[src/include/shp_consts.svh]
// register map, field positions and reset values for the handler priority/state block
`ifndef SHP_CONSTS_SVH
`define SHP_CONSTS_SVH

// register byte addresses
`define SHP_ADDR_PRI0   32'hE000ED18
`define SHP_ADDR_PRI1   32'hE000ED1C
`define SHP_ADDR_PRI2   32'hE000ED20
`define SHP_ADDR_CSR    32'hE000ED24

// priority byte layout: three stored bits at the top of each byte
`define SHP_PRI_BITS    3
`define SHP_PRI_LSB     5
`define SHP_PRI_NUM     12

// control/state field positions
`define SHP_CSR_EN_LSB  16
`define SHP_CSR_PND_LSB 12

// reset values
`define SHP_RST_PRI     3'h0
`define SHP_RST_EN      3'h0
`define SHP_RST_PND     4'h0
`define SHP_RST_ACT     7'h00
`define SHP_RST_RDATA   32'h00000000

`endif

[src/include/shp_pkg.sv]
// types shared by the handler priority/state block
package shp_pkg;

    // one stored priority field per handler 4..15, index 0 = handler 4
    typedef logic [11:0][2:0] shp_prio_t;

    // fault handler enables, msb first as in the word
    typedef struct packed {
        logic usage_fault_enable;
        logic bus_fault_enable;
        logic memmgmt_fault_enable;
    } shp_en_t;

    // pending flags, bits 15..12 of the word
    typedef struct packed {
        logic supervisor_call_pending;
        logic bus_fault_pending;
        logic memmgmt_fault_pending;
        logic usage_fault_pending;
    } shp_pend_t;

    // active flags, msb first
    typedef struct packed {
        logic system_tick_active;
        logic pendable_service_active;
        logic debug_monitor_active;
        logic supervisor_call_active;
        logic usage_fault_active;
        logic bus_fault_active;
        logic memmgmt_fault_active;
    } shp_act_t;

    // decoded register slot of a bus access
    typedef enum logic [2:0] {
        SHP_R_PRI0 = 3'h0,
        SHP_R_PRI1 = 3'h1,
        SHP_R_PRI2 = 3'h2,
        SHP_R_CSR  = 3'h3,
        SHP_R_NONE = 3'h4
    } shp_reg_t;

endpackage : shp_pkg

[src/design/shp_regs.sv]
// handler priority and control/state registers on an ahb-lite slave
`timescale 1ns/1ps
`include "shp_consts.svh"

// What this block does
// - one priority byte per handler 4..15, four per word, low handler low byte
// - only the top three bits of each priority byte are stored
// - unstored priority bits read zero and ignore writes
// - usage fault priority is bits 23-21 of first word, reset zero
// - bus fault priority is bits 15-13 of first word, reset zero
// - memory management priority is bits 7-5 of first word, reset zero
// - fault enables at bits 18,17,16 of control word, reset zero
// - pending flags for svc, bus, memmgmt, usage at bits 15..12, reset zero
// - active flags for tick, service, monitor, svc at bits 11,10,8,7
// - usage, bus, memmgmt active flags at bits 3,1,0, reset zero

module shp_regs
    import shp_pkg::*;
(
    input  wire logic        clk,
    input  wire logic        rst_b,
    input  wire logic        hsel,
    input  wire logic [31:0] haddr,
    input  wire logic [1:0]  htrans,
    input  wire logic        hwrite,
    input  wire logic [2:0]  hsize,
    input  wire logic [31:0] hwdata,
    input  wire logic        hready,
    output logic             hreadyout,
    output logic             hresp,
    output logic [31:0]      hrdata,
    input  wire shp_pend_t   core_set_pend,
    input  wire shp_pend_t   core_clr_pend,
    input  wire shp_act_t    core_set_act,
    input  wire shp_act_t    core_clr_act,
    output shp_prio_t        pri,
    output shp_en_t          en,
    output shp_pend_t        pend,
    output shp_act_t         act
);

    logic      ap_take;
    shp_reg_t  ap_reg;
    logic      dp_wr;
    shp_reg_t  dp_reg;
    shp_prio_t next_pri;
    shp_en_t   next_en;
    shp_pend_t next_pend;
    shp_act_t  next_act;
    logic      csr_wr;

    // zero wait states, never an error
    assign hreadyout = 1'b1;
    assign hresp     = 1'b0;

    // address phase accepted only for active transfers
    assign ap_take = hsel && htrans[1] && hready;

    // full address decode; anything else is unmapped
    always_comb begin
        case (haddr)
            `SHP_ADDR_PRI0: ap_reg = SHP_R_PRI0;
            `SHP_ADDR_PRI1: ap_reg = SHP_R_PRI1;
            `SHP_ADDR_PRI2: ap_reg = SHP_R_PRI2;
            `SHP_ADDR_CSR:  ap_reg = SHP_R_CSR;
            default:        ap_reg = SHP_R_NONE;
        endcase
    end

    // data phase bookkeeping
    always_ff @(posedge clk or negedge rst_b) begin
        if (!rst_b) begin
            dp_wr  <= 1'b0;
            dp_reg <= SHP_R_NONE;
        end else if (hready) begin
            dp_wr  <= ap_take && hwrite;
            dp_reg <= ap_take ? ap_reg : SHP_R_NONE;
        end
    end

    // pack a register word from field values
    function automatic logic [31:0] rd_word(
        input shp_reg_t  r,
        input shp_prio_t p,
        input shp_en_t   e,
        input shp_pend_t n,
        input shp_act_t  a
    );
        logic [31:0] w;
        w = 32'h00000000;
        case (r)
            SHP_R_PRI0, SHP_R_PRI1, SHP_R_PRI2: begin
                // low five bits of each byte stay zero
                for (int b = 0; b < 4; b++) begin
                    w[8*b+`SHP_PRI_LSB +: `SHP_PRI_BITS] = p[4*int'(r)+b];
                end
            end
            SHP_R_CSR: begin
                w = {13'h0000, e, n, a[6:5], 1'b0, a[4:3],
                     3'h0, a[2], 1'b0, a[1:0]};
            end
            default: w = 32'h00000000;
        endcase
        return w;
    endfunction : rd_word

    // priority writes land byte by byte
    always_comb begin
        next_pri = pri;
        if (dp_wr && (dp_reg != SHP_R_CSR) && (dp_reg != SHP_R_NONE)) begin
            for (int b = 0; b < 4; b++) begin
                // only the top three bits of the byte are kept
                next_pri[4*int'(dp_reg)+b] =
                    hwdata[8*b+`SHP_PRI_LSB +: `SHP_PRI_BITS];
            end
        end
    end

    assign csr_wr = dp_wr && (dp_reg == SHP_R_CSR);

    always_comb begin
        next_en = csr_wr ? shp_en_t'(hwdata[`SHP_CSR_EN_LSB +: 3]) : en;
    end

    // pending: core set beats any software clear
    always_comb begin
        if (csr_wr) begin
            next_pend = shp_pend_t'(hwdata[`SHP_CSR_PND_LSB +: 4]);
        end else begin
            next_pend = pend & ~core_clr_pend;
        end
        next_pend = next_pend | core_set_pend;
    end

    // active flags; software may force them, stack is its problem
    always_comb begin
        if (csr_wr) begin
            // usage, bus, memmgmt taken from bits 3,1,0
            next_act = shp_act_t'({hwdata[11:10], hwdata[8:7],
                                   hwdata[3], hwdata[1:0]});
        end else begin
            next_act = act & ~core_clr_act;
        end
        next_act = next_act | core_set_act;
    end

    always_ff @(posedge clk or negedge rst_b) begin
        if (!rst_b) begin
            pri <= {`SHP_PRI_NUM{`SHP_RST_PRI}};
        end else begin
            pri <= next_pri;
        end
    end

    // control/state flag storage
    always_ff @(posedge clk or negedge rst_b) begin
        if (!rst_b) begin
            en   <= `SHP_RST_EN;
            pend <= `SHP_RST_PND;
            act  <= `SHP_RST_ACT;
        end else begin
            en   <= next_en;
            pend <= next_pend;
            act  <= next_act;
        end
    end

    // read data built from next values so a write just ahead is seen
    always_ff @(posedge clk or negedge rst_b) begin
        if (!rst_b) begin
            hrdata <= `SHP_RST_RDATA;
        end else if (ap_take && !hwrite) begin
            hrdata <= rd_word(ap_reg, next_pri, next_en, next_pend, next_act);
        end
    end

    // ---- checks ----
    logic dp_rd;

    // read data phase marker for checks only
    always_ff @(posedge clk or negedge rst_b) begin
        if (!rst_b) begin
            dp_rd <= 1'b0;
        end else if (hready) begin
            dp_rd <= ap_take && !hwrite;
        end
    end
endmodule : shp_regs

[config.mk]
export PLATFORM = sky130hd
export DESIGN_NAME = shp_regs
export DESIGN_NICKNAME = d
export VERILOG_FILES = /design/src/include/shp_pkg.sv /design/src/design/shp_regs.sv
export VERILOG_INCLUDE_DIRS = /design/src /design/src/include
export SDC_FILE = /design/constraint.sdc
export NUM_CORES = 1
export LEC_CHECK = 0
export BUFFER_PORTS_ARGS = -buffer_cell sky130_fd_sc_hd__buf_2
export CORE_ASPECT_RATIO = 2
export CORE_UTILIZATION = 34
export CTS_CLUSTER_SIZE = 20
export DETAILED_ROUTE_END_ITERATION = 8
export PLACE_DENSITY = 0.63
export SYNTH_ARGS = -nofsm -noshare
export SYNTH_HDL_FRONTEND = slang
export SYNTH_SLANG_ARGS = --single-unit
[constraint.sdc]
create_clock -name clk -period 3.2 [get_ports clk]
set_input_delay 0.32 -clock clk [delete_from_list [all_inputs] [get_ports clk]]
set_output_delay 0.32 -clock clk [all_outputs]
set_load 0.02 [all_outputs]
* Word level (Yosys, flattened, before mapping)
Index checks and enable logic that the tools add are counted.
** Storage, ports and cells
- Bits in registers :: 81
- Bits in latches :: 0
- RAM bits :: 0
- ROM bits :: 0
- Output and inout bits :: 84
- Word-level logic and storage cells :: 113
- Memories :: 0
** Cells by class
- $add $sub $neg :: 6
- Multipliers :: 0
- Div/mod/pow operators :: 0
- $lt $le $gt $ge :: 12
- Equality and inequality tests :: 10
- Shift operators :: 0
- Multiplexer cells :: 36
- Bitwise logic cells :: 6
- Reductions and logical operators :: 14
** Operators by type and width (number)
- bitwise mux 36 bit :: 4
- equality test 32 bit (second input constant) :: 4
- two-way mux 3 bit :: 16
- binary-select mux 3 bit (select 4 bit) :: 3
- demux 3 bit (select 4 bit) :: 3
- less-than comparator 6 x 5 -> 1 bit (second input constant) :: 6
- two-way mux 36 bit :: 1
- adder 5 x 2 -> 6 bit (second input constant) :: 4
- >= comparator 6 x 1 -> 1 bit (second input constant) :: 3
- adder 5 x 1 -> 6 bit (second input constant) :: 2
- case mux 3 bit (2 select lines) :: 2
- case mux 3 bit (4 select lines) :: 1
- logical AND 1 bit :: 11
- less-than comparator 5 bit (second input constant) :: 2
- equality test 3 x 2 -> 1 bit (second input constant) :: 3
- two-way mux 4 bit :: 2
- AND 7 bit :: 1
- two-way mux 7 bit :: 1
- inverter 7 bit :: 1
- OR 7 bit :: 1
- binary-select mux 3 bit (select 2 bit) :: 1
- demux 3 bit (select 2 bit) :: 1
- >= comparator 5 x 1 -> 1 bit (second input constant) :: 1
- two-way mux 5 bit :: 1
- other kinds (9) :: 9

* Depth between registers and ports, before layout
- Depth in word-level cells :: 13
- Mapped depth :: 7
- Depth with buffers taken out :: 5

* Least setup slack after synthesis
No wires, ideal clock.
- Kind :: register to register
- From :: register dp_reg[1]
- To :: register hrdata[15]
- Library setup time :: 129 ps
- Arrival :: 1967 ps
- Path slack :: 1104 ps
- Cell stages (with the launch flop) :: 7
- Cell sequence :: dfrtp_1 nor4bb_2 buf_6 mux2_4 or4_1 o21ai_1 o31ai_1
** RTL lines
- from (decl) :: RTL line shp_regs.sv:45 : shp_reg_t dp_reg;
- from (signal assigned) :: RTL line shp_regs.sv:77 : dp_reg <= ap_take ? ap_reg : SHP_R_NONE;
- to (signal assigned) :: RTL line shp_regs.sv:171 : hrdata <= `SHP_RST_RDATA;
- to (signal assigned) :: RTL line shp_regs.sv:173 : hrdata <= rd_word(ap_reg, next_pri, next_en, next_pend, next_act);
- to (decl) :: RTL line shp_regs.sv:31 : output logic [31:0] hrdata,

==> results.yml <==
layout:
  largest_reg_flops: 36
  fillCellCount: 966
  largest_register: "pri"
  final_nets: 539
  area_delta_synth_final_pct: 33.6
  drive_gt1_frac: 0.480
  largestRegisters: "pri: 36 flops, hrdata: 22 flops, act: 7 flops"
  diodes: 0
place:
  dpl.hpwl_um: 7310
  port_buffers: 153
  post-place-ws_ps: 701
  gp_congestion: 0.837
setup_path:
  cp.buffers_inverters: 1
  slowest_delay_ps: 560
  cp.depth: 6
  cp_cell_sequence: "nor4bb_4 -> buf_4 -> mux2_2 -> or4_1 -> o21ai_0 -> o31ai_1"
  worstSetupPathType: "reg2reg"
  reg2reg_depth: 6
  critPathMaxFanout: 7
  crit_slowest_cell: "nor4bb_4"
  cp.required_ps: 3410
  endpoint_kind: "flip-flop"
  crit_path_start_kind: "flip-flop"
  arrival_ps: 2680
  critPathTopFamily: "simple AND/OR/NAND/NOR gates"
flow_run:
  drv_cap: 0
synthesis:
  yosysWarnings: 0
  postSynthAreaPerCell_um2: 12.3
  ys_seq_elements: 76
  syn-cell-area_mm2: 0.00357
  synth_ff_type: "dfrtp_1"
  yosysMostFrequentCell: "dfrtp_1"
  ys_async_sr_fraction: 1.00
  yosysTopAreaCell: "dfrtp_1"
  ys_top_cells_by_count: "75 x dfrtp_1, 27 x mux2_2, 15 x buf_4, 15 x nand2_1, 13 x inv_1"
  synth-edff-count: 0
  synth_top_area_share: 0.525
  synth_cell_types: 49
  synth-seq-area-share: 0.533
  synthCells: 290
  synth_area_leaders: "dfrtp_1 53%, mux2_2 8.5%, mux2i_1 3.4%"
timing:
  skew_ps: 4.31
  grt_setup_unrepaired: "no"
  tns_ps: 0
  worst_slack_ps: 730
  worst_pin_slew_ps: 947
  fin_crit_ps: 2470
  finalHoldViolations: 0
  fin_crit_sh: 0.772
  drv_slew: 0
  setup_violations: 0
  fmax_mhz: 405
  whs_ps: 140
  slew_headroom: 0.368
pwr:
  irDropWorstVdd_v: 0.000274
  powerDensity_mw_per_mm2: 483
  power.leakage_nw: 2.52
floorplan:
  io_pins: 180
  floorplan.initialDensity: 0.352
  core_mm2: 0.0101
  rows: 52
  dieArea_mm2: 0.0109
  die_h_um: 147
  die_w_um: 74.5
worst_hold_path:
  hp-class: "in2async"
outcome:
  status: "completed"
clock_tree:
  clockBufferDepth: 2
  cts_htree_levels: 3
  clock_latency_ps: 330
  post_cts_buffers: 0
  clk_pin_slew_ps: 60
  holdBufCountCts: 0
  cts.sinks: 76
  cts.repair.resized: 0
  cts_root_buf: "clkbuf_16"
  numCtsBuffers: 9
  tritoncts: "built"
grt:
  grt_pass1_wl_um: 15200
  grt-ovfl-total: 0
  first_global_vias: 3050
  grt.total_usage: 0.186
  grt_start_max_net_pins: 77
  antenna_found_initial: 0
route:
  wl_um: 9690
  vias_per_cell: 4.95
  wl_per_cell_um: 16.6
  drtAntennaViolNets: 0
  drt-pass1-iter-count: 4
  drc: 0
  drtIter0Drc: 136
  vias: 2887
-- power by group --
| part | switching, mW | total [mW] | internal, mW |
|---|---|---|---|
| registers | 0.0105 | 0.993 | 0.983 |
| clock network | 0.381 | 1.11 | 0.724 |
| logic | 0.124 | 0.206 | 0.0819 |
-- per-layer routing --
layer  part of all wire  global-route usage
met2               0.56               0.350
met1               0.37               0.191
met5                  0                   0
met3              0.055              0.0357
met4              0.021              0.0745
-- final timing paths --
path	start	end	slack, ps
worst max-delay path	dp_reg[1]	hrdata[13]	730
worst min-delay path	rst_b	hrdata[3]	140
worst max register to register	dp_reg[1]	hrdata[13]	730
worst min register to register	hrdata[21]	hrdata[21]	470
max in group asynchronous	rst_b	pri[11]	2450
min in group clk	core_set_act[6]	act[6]	190
-- final cells by class --
| cell class | instances | area, um^2 | area share |
|---|---|---|---|
| timing repair buffer | 160 | 821 | 0.172 |
| tap | 135 | 169 | 0.0354 |
| inverter | 13 | 48.8 | 0.0102 |
| clock buffer | 12 | 256 | 0.0538 |
| clock inverter | 4 | 72.6 | 0.0152 |
| multi-input combinational | 183 | 1500 | 0.314 |
| sequential | 76 | 1900 | 0.399 |
-- logic make-up (layout without fill, tap and decap cells) --
| family | Yosys count | count (layout) | share of synthesized area |
|---|---|---|---|
| simple gates | 69 | 69 | 0.145 |
| buf+inv | 41 | 189 | 0.0627 |
| compound gates | 61 | 61 | 0.132 |
| mux | 41 | 41 | 0.126 |
| other cells | 2 | 12 | 0.00210 |
| flops | 76 | 76 | 0.533 |
-- per-stage QoR --
stage	std cells	instance area (um^2)	utilization	total power, mW
after floorplan	300	3610	-	1.12
after global placement	567	4440	0.438	1.21
final	583	4770	0.470	2.30
after CTS	583	4770	0.470	2.33
after detailed placement	567	4440	0.438	1.22
after global routing	583	4770	0.470	2.39
-- cells in the final DEF (no fill, tap or decap), types with 9 or more instances in the layout --
| cell | n |
|---|---|
| mux2i_1 | 12 |
| o31ai_1 | 12 |
| conb_1 | 12 |
| nand3_1 | 11 |
| nor3b_1 | 11 |
| a22o_1 | 10 |
| a211o_1 | 10 |
| clkbuf_16 | 9 |
| nand2_1 | 15 |
| buf_2 | 152 |
| dfrtp_1 | 75 |
| inv_1 | 13 |
| mux2_2 | 27 |
Note: power is estimated with default switching activity, not from simulation.
